### config.mk
export PLATFORM = sky130hd
export DESIGN_NAME = occ_ctrl
export DESIGN_NICKNAME = d
export VERILOG_FILES = /design/src/verilog/occ_pkg.sv /design/src/verilog/occ_lp_timer.sv /design/src/verilog/occ_ctrl.sv
export SDC_FILE = /design/constraint.sdc
export NUM_CORES = 1
export LEC_CHECK = 0
export BUFFER_PORTS_ARGS = -buffer_cell sky130_fd_sc_hd__buf_2
export CAP_MARGIN = 20
export CORE_ASPECT_RATIO = 0.7
export CORE_MARGIN = 5
export CORE_UTILIZATION = 24
export DETAILED_ROUTE_END_ITERATION = 16
export PLACE_DENSITY_LB_ADDON = 0.08
export SLEW_MARGIN = 30
export SYNTH_ARGS = -nofsm -noshare
export SYNTH_HDL_FRONTEND = slang
export SYNTH_SLANG_ARGS = --single-unit
### constraint.sdc
create_clock -name pclk -period 5.74 [get_ports pclk]
set_clock_uncertainty 0.05 [all_clocks]
set_input_delay 0.861 -clock pclk [delete_from_list [all_inputs] [get_ports pclk]]
set_output_delay 0.861 -clock pclk [all_outputs]
set_load 0.005 [all_outputs]
### src/verilog/occ_pkg.sv
// Shared constants, types and helpers of the oscillator control block.
// Assumes a 200 MHz APB clock and a 32.768 kHz low-power clock pin.
// Function
// - Start-up select: off, on, four settling delays.
// - Start commands power oscillator for measurement only.
// - Wait settling delay before starting measurement.
// - Time oscillator start-up from low-power clock.
// - Low-power clock always runs, never gated.
// - Select 7 drives low-power clock on fire pin.
// - Select 7 drives clock/8 on start-enable pin.
// - Calibration command runs calibration with period count.
// - Calibration timed between low-power clock edges.
// - Period count gives 2, 4, 8, 16 periods.
// - Result 16.16 fixed point, divided by divider.
// - Calibration end stores result, sets flag.
package occ_pkg;

    // ********************************************************
    // Register map
    // ********************************************************
    localparam logic [7:0] OFS_CFG = 8'h00;
    localparam logic [7:0] OFS_CMD = 8'h04;
    localparam logic [7:0] OFS_STATUS = 8'h08;
    localparam logic [7:0] OFS_RESULT = 8'h0C;
    localparam logic [31:0] CFG_RST = 32'h0000_0000;
    localparam logic [31:0] RESULT_RST = 32'h0000_0000;

    typedef struct packed {
        logic [18:0] rsvd;
        logic [2:0] tsto2;
        logic [2:0] tsto1;
        logic [1:0] div;
        logic [1:0] cal_cnt;
        logic [2:0] su;
    } occ_cfg_t;

    typedef struct packed {
        logic [26:0] rsvd;
        logic cal_run;
        logic meas;
        logic settling;
        logic osc_on;
        logic flag;
    } occ_stat_t;

    typedef enum logic [2:0] {
        OCC_OP_NONE = 3'b000,
        OCC_OP_TOF = 3'b001,
        OCC_OP_TOF_RS = 3'b010,
        OCC_OP_TEMP = 3'b011,
        OCC_OP_TEMP_RS = 3'b100,
        OCC_OP_CAL = 3'b101
    } occ_op_t;

    typedef enum logic [2:0] {
        OCC_IDLE = 3'b000,
        OCC_SETTLE = 3'b001,
        OCC_MEAS = 3'b010,
        OCC_CAL_ARM = 3'b011,
        OCC_CAL_RUN = 3'b100
    } occ_state_t;

    // ********************************************************
    // Field codes and timing
    // ********************************************************
    localparam logic [2:0] SU_OFF = 3'h0;
    localparam logic [2:0] SU_CONT = 3'h1;
    localparam logic [2:0] TSTO_LPCLK = 3'h7;
    localparam logic [4:0] CAL_BASE_PERIODS = 5'h02;
    localparam longint LP_HZ = 32768;
    localparam longint NS_PER_S = 1000000000;
    localparam longint SETTLE0_NS = 480000;
    localparam longint SETTLE1_NS = 1460000;
    localparam longint SETTLE2_NS = 2440000;
    localparam longint SETTLE3_NS = 5140000;

    // Least times round up to whole low-power periods
    function automatic logic [7:0] ns_to_lp(input longint ns);
        return 8'((ns * LP_HZ + NS_PER_S - 1) / NS_PER_S);
    endfunction : ns_to_lp

    localparam logic [7:0] SETTLE0_TICKS = ns_to_lp(SETTLE0_NS);
    localparam logic [7:0] SETTLE1_TICKS = ns_to_lp(SETTLE1_NS);
    localparam logic [7:0] SETTLE2_TICKS = ns_to_lp(SETTLE2_NS);
    localparam logic [7:0] SETTLE3_TICKS = ns_to_lp(SETTLE3_NS);

    function automatic logic [7:0] settle_ticks(input logic [2:0] su);
        case (su)
            3'h2: return SETTLE0_TICKS;
            3'h3: return SETTLE1_TICKS;
            3'h4: return SETTLE2_TICKS;
            default: return SETTLE3_TICKS;
        endcase
    endfunction : settle_ticks

    function automatic logic [4:0] cal_periods(input logic [1:0] c);
        return 5'(CAL_BASE_PERIODS << c);
    endfunction : cal_periods

    // Divider code 3 is treated as divide by 4
    function automatic logic [31:0] cal_fix(input logic [15:0] cnt,
                                            input logic [1:0] div);
        logic [1:0] sh;
        sh = (div == 2'h3) ? 2'h2 : div;
        return {cnt, 16'h0000} >> sh;
    endfunction : cal_fix

endpackage : occ_pkg

### src/verilog/occ_lp_timer.sv
// Pin synchronisers and low-power clock events for the oscillator block.
// Assumes both oscillator pins are far slower than pclk.
`timescale 1ns/1ps
module occ_lp_timer (
    // Clock and reset
    input wire logic pclk,
    input wire logic presetn,
    input wire logic ce,
    // Oscillator pins
    input wire logic lp_clk_pin,
    input wire logic hs_clk_pin,
    // Events in the pclk domain
    output logic lp_level,
    output logic lp_rise,
    output logic hs_rise,
    output logic lp_div8
);
    import occ_pkg::*;

    logic [2:0] lp_sync_q;
    logic [2:0] hs_sync_q;
    logic [1:0] div_cnt_q;
    logic div8_q;

    // Only the second and third stages are looked at
    assign lp_level = lp_sync_q[1];
    assign lp_rise = lp_sync_q[1] & ~lp_sync_q[2];
    assign hs_rise = hs_sync_q[1] & ~hs_sync_q[2];
    assign lp_div8 = div8_q;

    // No configuration bit gates this path: the low-power clock always runs
    always_ff @(posedge pclk or negedge presetn) begin
        if (!presetn) begin
            lp_sync_q <= 3'h0;
            hs_sync_q <= 3'h0;
        end else if (ce) begin
            lp_sync_q <= {lp_sync_q[1:0], lp_clk_pin};
            hs_sync_q <= {hs_sync_q[1:0], hs_clk_pin};
        end
    end

    // Toggle every fourth rising edge gives clock / 8
    always_ff @(posedge pclk or negedge presetn) begin
        if (!presetn) begin
            div_cnt_q <= 2'h0;
            div8_q <= 1'b0;
        end else if (ce && lp_rise) begin
            div_cnt_q <= div_cnt_q + 2'h1;
            if (div_cnt_q == 2'h3) begin
                div8_q <= ~div8_q;
            end
        end
    end

endmodule : occ_lp_timer

### src/verilog/occ_ctrl.sv
// Oscillator start-up control, clock outputs and resonator calibration.
// Assumes an APB master on pclk and a measuring unit on the same clock.
`timescale 1ns/1ps
module occ_ctrl (
    // Clock, reset, enable
    input wire logic pclk,
    input wire logic presetn,
    input wire logic ce,
    // APB slave
    input wire logic psel,
    input wire logic penable,
    input wire logic pwrite,
    input wire logic [7:0] paddr,
    input wire logic [31:0] pwdata,
    output logic [31:0] prdata,
    output logic pready,
    output logic pslverr,
    // Oscillator pins
    input wire logic lp_clk_pin,
    input wire logic hs_clk_pin,
    output logic hs_osc_en,
    // Clock output pins
    output logic fire_in_o,
    output logic fire_in_oe,
    output logic en_start_o,
    output logic en_start_oe,
    // Measuring unit
    output logic meas_start,
    output occ_pkg::occ_op_t meas_op,
    input wire logic meas_done,
    output logic int_flag
);
    import occ_pkg::*;

    // ********************************************************
    // State
    // ********************************************************
    occ_cfg_t cfg_q;
    occ_stat_t stat;
    occ_state_t state_q, state_d;
    occ_op_t op_q;
    logic [7:0] settle_q, settle_d;
    logic [4:0] per_q, per_d;
    logic [15:0] hs_cnt_q, hs_cnt_d;
    logic [31:0] result_q, prdata_q;
    logic flag_q, start_q, start_d, done_set;
    logic fire_q, en_start_q;
    logic lp_level, lp_rise, hs_rise, lp_div8;

    occ_lp_timer u_timer (
        .pclk(pclk),
        .presetn(presetn),
        .ce(ce),
        .lp_clk_pin(lp_clk_pin),
        .hs_clk_pin(hs_clk_pin),
        .lp_level(lp_level),
        .lp_rise(lp_rise),
        .hs_rise(hs_rise),
        .lp_div8(lp_div8)
    );

    // ********************************************************
    // APB decode
    // ********************************************************
    wire logic setup = psel & ~penable;
    wire logic access = psel & penable;
    wire logic hit_cfg = paddr == OFS_CFG;
    wire logic hit_cmd = paddr == OFS_CMD;
    wire logic hit_stat = paddr == OFS_STATUS;
    wire logic hit_res = paddr == OFS_RESULT;
    wire logic mapped = hit_cfg | hit_cmd | hit_stat | hit_res;
    wire logic wr = access & pwrite;
    wire logic wr_cfg = wr & hit_cfg;
    wire logic wr_cmd = wr & hit_cmd;
    wire logic wr_stat = wr & hit_stat;

    assign pready = 1'b1;
    assign pslverr = access & ~mapped;
    assign prdata = prdata_q;

    wire occ_op_t cmd_op = occ_op_t'(pwdata[2:0]);
    wire logic cmd_legal = cmd_op != OCC_OP_NONE
        && pwdata[2:0] <= OCC_OP_CAL;
    // Commands are refused while a sequence is running
    wire logic cmd_take = wr_cmd & cmd_legal & (state_q == OCC_IDLE);
    wire logic warm = cfg_q.su > SU_CONT;
    wire logic settle_done = settle_q == 8'h00;
    wire logic cal_end = state_q == OCC_CAL_RUN && lp_rise
        && per_q == 5'h01;
    wire logic flag_clr = cmd_take | (wr_stat & pwdata[0]);

    assign stat.rsvd = '0;
    assign stat.cal_run = state_q == OCC_CAL_RUN;
    assign stat.meas = state_q == OCC_MEAS;
    assign stat.settling = state_q == OCC_SETTLE;
    assign stat.osc_on = hs_osc_en;
    assign stat.flag = flag_q;

    wire logic [31:0] rd_mux = hit_cfg ? 32'(cfg_q)
        : hit_stat ? 32'(stat)
        : hit_res ? result_q
        : 32'h0000_0000;

    // ********************************************************
    // Oscillator and pin outputs
    // ********************************************************
    // Demand mode keeps the oscillator on only while busy
    assign hs_osc_en = (cfg_q.su == SU_CONT)
        | (warm & (state_q != OCC_IDLE));
    assign fire_in_oe = cfg_q.tsto1 == TSTO_LPCLK;
    assign en_start_oe = cfg_q.tsto2 == TSTO_LPCLK;
    assign fire_in_o = fire_q;
    assign en_start_o = en_start_q;
    assign meas_start = start_q;
    assign meas_op = op_q;
    assign int_flag = flag_q;

    // ********************************************************
    // Sequencer
    // ********************************************************
    always_comb begin
        state_d = state_q;
        settle_d = settle_q;
        per_d = per_q;
        hs_cnt_d = hs_cnt_q;
        start_d = 1'b0;
        done_set = 1'b0;
        unique case (state_q)
            OCC_IDLE: begin
                if (cmd_take) begin
                    // One extra tick covers the partial first period
                    settle_d = 8'(settle_ticks(cfg_q.su) + 8'h01);
                    if (warm) begin
                        state_d = OCC_SETTLE;
                    end else if (cmd_op == OCC_OP_CAL) begin
                        state_d = OCC_CAL_ARM;
                    end else begin
                        state_d = OCC_MEAS;
                        start_d = 1'b1;
                    end
                end
            end
            OCC_SETTLE: begin
                if (settle_done) begin
                    if (op_q == OCC_OP_CAL) begin
                        state_d = OCC_CAL_ARM;
                    end else begin
                        state_d = OCC_MEAS;
                        start_d = 1'b1;
                    end
                end else if (lp_rise) begin
                    settle_d = settle_q - 8'h01;
                end
            end
            OCC_MEAS: begin
                if (meas_done) begin
                    state_d = OCC_IDLE;
                    done_set = 1'b1;
                end
            end
            OCC_CAL_ARM: begin
                // Start event is a low-power clock edge
                if (lp_rise) begin
                    state_d = OCC_CAL_RUN;
                    per_d = cal_periods(cfg_q.cal_cnt);
                    hs_cnt_d = 16'h0000;
                end
            end
            OCC_CAL_RUN: begin
                // Saturates instead of wrapping on a fast resonator
                if (hs_rise && hs_cnt_q != 16'hFFFF) begin
                    hs_cnt_d = hs_cnt_q + 16'h0001;
                end
                if (lp_rise) begin
                    per_d = per_q - 5'h01;
                    if (per_q == 5'h01) begin
                        state_d = OCC_IDLE;
                        done_set = 1'b1;
                    end
                end
            end
            default: state_d = OCC_IDLE;
        endcase
    end

    always_ff @(posedge pclk or negedge presetn) begin
        if (!presetn) begin
            state_q <= OCC_IDLE;
            settle_q <= 8'h00;
            per_q <= 5'h00;
            hs_cnt_q <= 16'h0000;
            start_q <= 1'b0;
        end else if (ce) begin
            state_q <= state_d;
            settle_q <= settle_d;
            per_q <= per_d;
            hs_cnt_q <= hs_cnt_d;
            start_q <= start_d;
        end
    end

    // ********************************************************
    // Registers
    // ********************************************************
    always_ff @(posedge pclk or negedge presetn) begin
        if (!presetn) begin
            cfg_q <= occ_cfg_t'(CFG_RST);
            op_q <= OCC_OP_NONE;
            prdata_q <= 32'h0000_0000;
        end else if (ce) begin
            if (wr_cfg) begin
                cfg_q <= occ_cfg_t'({19'h0, pwdata[12:0]});
            end
            if (cmd_take) begin
                op_q <= cmd_op;
            end
            if (setup && !pwrite) begin
                prdata_q <= rd_mux;
            end
        end
    end

    // A completion in the clearing cycle still sets the flag
    always_ff @(posedge pclk or negedge presetn) begin
        if (!presetn) begin
            result_q <= RESULT_RST;
            flag_q <= 1'b0;
        end else if (ce) begin
            if (cal_end) begin
                result_q <= cal_fix(hs_cnt_d, cfg_q.div);
            end
            flag_q <= done_set | (flag_q & ~flag_clr);
        end
    end

    always_ff @(posedge pclk or negedge presetn) begin
        if (!presetn) begin
            fire_q <= 1'b0;
            en_start_q <= 1'b0;
        end else if (ce) begin
            fire_q <= fire_in_oe & lp_level;
            en_start_q <= en_start_oe & lp_div8;
        end
    end

    // ********************************************************
    // Checks
    // ********************************************************
    logic [7:0] seen_q, need_q;

    always_ff @(posedge pclk or negedge presetn) begin
        if (!presetn) begin
            seen_q <= 8'h00;
            need_q <= 8'h00;
        end else if (ce) begin
            if (cmd_take) begin
                seen_q <= 8'h00;
                need_q <= warm ? settle_ticks(cfg_q.su) : 8'h00;
            end else if (lp_rise && seen_q != 8'hFF) begin
                seen_q <= seen_q + 8'h01;
            end
        end
    end
endmodule : occ_ctrl

==> results.json <==
{
  "status": "finished, final reports clean",
  "grt_pass1_wl_mm": 27.0,
  "dieHeight_um": 140,
  "root_buffer": "clkbuf_16",
  "synthCells": 561,
  "post-route-drc-count": 0,
  "hold_violations": 0,
  "diodes": 0,
  "r2r_start": "state_q[0]",
  "ctsHoldBuffers": 0,
  "critPathRequiredTime_ns": 5.93,
  "cts_setup_buffers": 0,
  "portBuffers": 72,
  "placementRows": 47,
  "powerDensity_mw_per_mm2": 299,
  "timing.setup.tns_ns": 0,
  "viasPerCell": 4.92,
  "ir_worst_vdd_uv": 141,
  "synth-edff-count": 0,
  "async_flop_share_pct": 100,
  "dp_hpwl_mm": 11.9,
  "layout_commonest_cell": "dfrtp_1",
  "nNetsFinal": 669,
  "postCtsResizedCells": 0,
  "start_util_pct": 24.4,
  "globalRouteMet2Util_pct": 17.4,
  "slowest_delay_ns": 0.68,
  "grt_pass1_vias": 4639,
  "grt_max_degree": 64,
  "ys_seq_area_share_pct": 48.5,
  "drtAntennaViolNets": 0,
  "crit_family": "compound AO/OA/AOI/OAI gates",
  "htreeDepth": 3,
  "fmax_mhz": 339,
  "grt-busiest-layer": "met1",
  "dieWidth_um": 195,
  "gr-total-overflow": 0,
  "final_cell_mix": "112 x dfrtp_1, 71 x buf_2, 56 x nand2_1",
  "core_mm2": 0.0236,
  "area_delta_synth_final_pct": 16.2,
  "finalCritPeriodShare_pct": 51.3,
  "ios": 93,
  "cts_sinks": 112,
  "reg2reg_to": "result_q[16]",
  "worstPathArrival_ns": 3.13,
  "start_kind": "flip-flop",
  "rsz0062_at_grt": "no",
  "syn_area_mm2": 0.00578,
  "die_area_mm2": 0.0273,
  "reg2reg_depth": 6,
  "max-slew-margin-rel_pct": 39.2,
  "gp_congestion": 0.818,
  "period_minus_slack_ns": 2.95,
  "hp-class": "in2async",
  "drtIter0Drc": 344,
  "avgSynthCellArea_um2": 10.3,
  "grtUsageMet1_pct": 18.8,
  "cp_cell_sequence": "nor2_1 -> nand2_1 -> a2111oi_4 -> mux2i_1 -> mux2_2 -> a221o_1",
  "dp_cells": 921,
  "finalSetupViolCount": 0,
  "synth_nets": 616,
  "ys_warn_count": 0,
  "antenna_found_initial": 0,
  "clk_pin_slew_ns": 0.08,
  "final_layout_size_suffix_gt1_share_pct": 22.5,
  "detail_route.first_pass.iterations": 5,
  "critPathKind": "reg2reg",
  "crit_slowest_cell": "a2111oi_4",
  "cp_max_fo": 23,
  "yosysUniqueCellTypes": 77,
  "track_usage_pct": 12.3,
  "crit_buf_inv": 0,
  "ys.flop_type": "dfrtp_1",
  "instances_no_fill": 937,
  "grtUsageMet3_pct": 2.51,
  "routedWlPerCell_um": 17.8,
  "cts_tree": "built",
  "vias": 4607,
  "leakage_uw": 0.00308,
  "maxCapViolCount": 0,
  "cts_buffers": 9,
  "wirelength_mm": 16.6,
  "place_ws_ns": 2.46,
  "r2r_setup_slack_ns": 2.79,
  "clock_latency_ns": 0.36,
  "endpoint_kind": "flip-flop",
  "whs_ns": 0.428,
  "synth_seq_cells": 112,
  "clockBufferDepth": 2,
  "tightest_slew_ns": 0.901,
  "timing.final.ws_setup_ns": 2.79,
  "final_max_slew_viol_count": 0
}
-- per-stage QoR --
stage | area [um2] | utilization, % | total power [uW]
after floorplan | 5780 | - | 1220
after global placement | 6390 | 27.0 | 1350
after detailed placement | 6390 | 27.0 | 1350
after CTS | 6710 | 28.4 | 2050
after global routing | 6710 | 28.4 | 2140
final | 6710 | 28.4 | 2010
-- synth_stat cells (all sizes together) (4+ instances only) --
cell	number	area [um2]
a211oi	4	30.0
a21oi	27	135
a22o	29	254
a22oi	8	60.1
a31oi	9	56.3
and2	5	31.3
and3	10	63.8
buf	14	111
clkbuf	22	82.6
dfrtp	112	2800
ha	6	75.1
inv	17	63.8
mux2	28	353
mux2i	10	100
nand2	56	210
nand3	15	80.1
nand4	8	77.6
nor2	39	149
nor2b	4	25.0
nor3	20	105
nor4	5	37.5
o211ai	4	30.0
o21ai	29	145
o221ai	6	52.6
o22a	4	35.0
o311ai	4	35.0
o31ai	10	75.1
-- power by group --
group | total [uW] | switching, uW | leakage [uW] | internal [uW]
registers | 969 | 91.4 | 0.00150 | 877
clock network | 675 | 317 | 0.000154 | 358
logic | 364 | 220 | 0.00143 | 144
-- worst reg2reg max path, stage by stage (launching register included) --
cell and delay [ns]:
dfrtp_1 0.63, nor2_1 0.18, nand2_1 0.36, a2111oi_4 0.69, mux2i_1 0.29, mux2_2 0.32
a221o_1 0.31
-- kinds of logic after synthesis --
kind of cell               Yosys count  share of synthesized area [%]
adders and majority gates            6                           1.30
other                                1                         0.0649
DFF                                112                           48.5
muxes                               38                           7.84
AOI/OAI and AO/OA                  166                           20.9
and+or+nand+nor                    180                           16.1
buffers and inverters               53                           4.46
xor gates and xnor gates             5                          0.758
-- cell type report --
class                   count  area, um2
clock buffers              10        239
clock inverters             6       73.8
fillers                  2494      16900
inverters                  17       63.8
multi-input cells         396       2730
flip-flops and latches    112       2800
well taps                 318        398
repair buffers             78        412
-- how the worst max path moves through the flow --
stage | slack, ns | cells after the start | start | end
6_report | 2.79 | 6 | state_q[0] | result_q[16]
2_1_floorplan | 3.10 | 8 | paddr[1] | cfg_q[10]
3_5_place_dp | 2.46 | 6 | ce | prdata[10]
5_1_grt | 2.55 | 6 | state_q[0] | result_q[16]
4_1_cts | 2.76 | 6 | state_q[0] | result_q[16]
3_3_place_gp | 2.49 | 6 | ce | prdata[11]
-- state kept, by name, indices dropped and copies added (netlist names) --
register,flops
cfg_q,13
en_start_o,1
fire_in_o,1
hs_cnt_q,16
int_flag,1
meas_op,3
meas_start,1
per_q,5
prdata,32
result_q,19
settle_q,8
state_q,3
u_timer.div_cnt_q,2
u_timer.hs_sync_q,3
u_timer.lp_div8,1
u_timer.lp_sync_q,3
-- metal layers --
layer  share of wire [%]  up-vias
met2                  41       86
met1                  53     2304
met4                 1.3        0
met3                 3.9       12
li1                    -     2205
met5                   0        -
(Power assumes the default switching activity.)
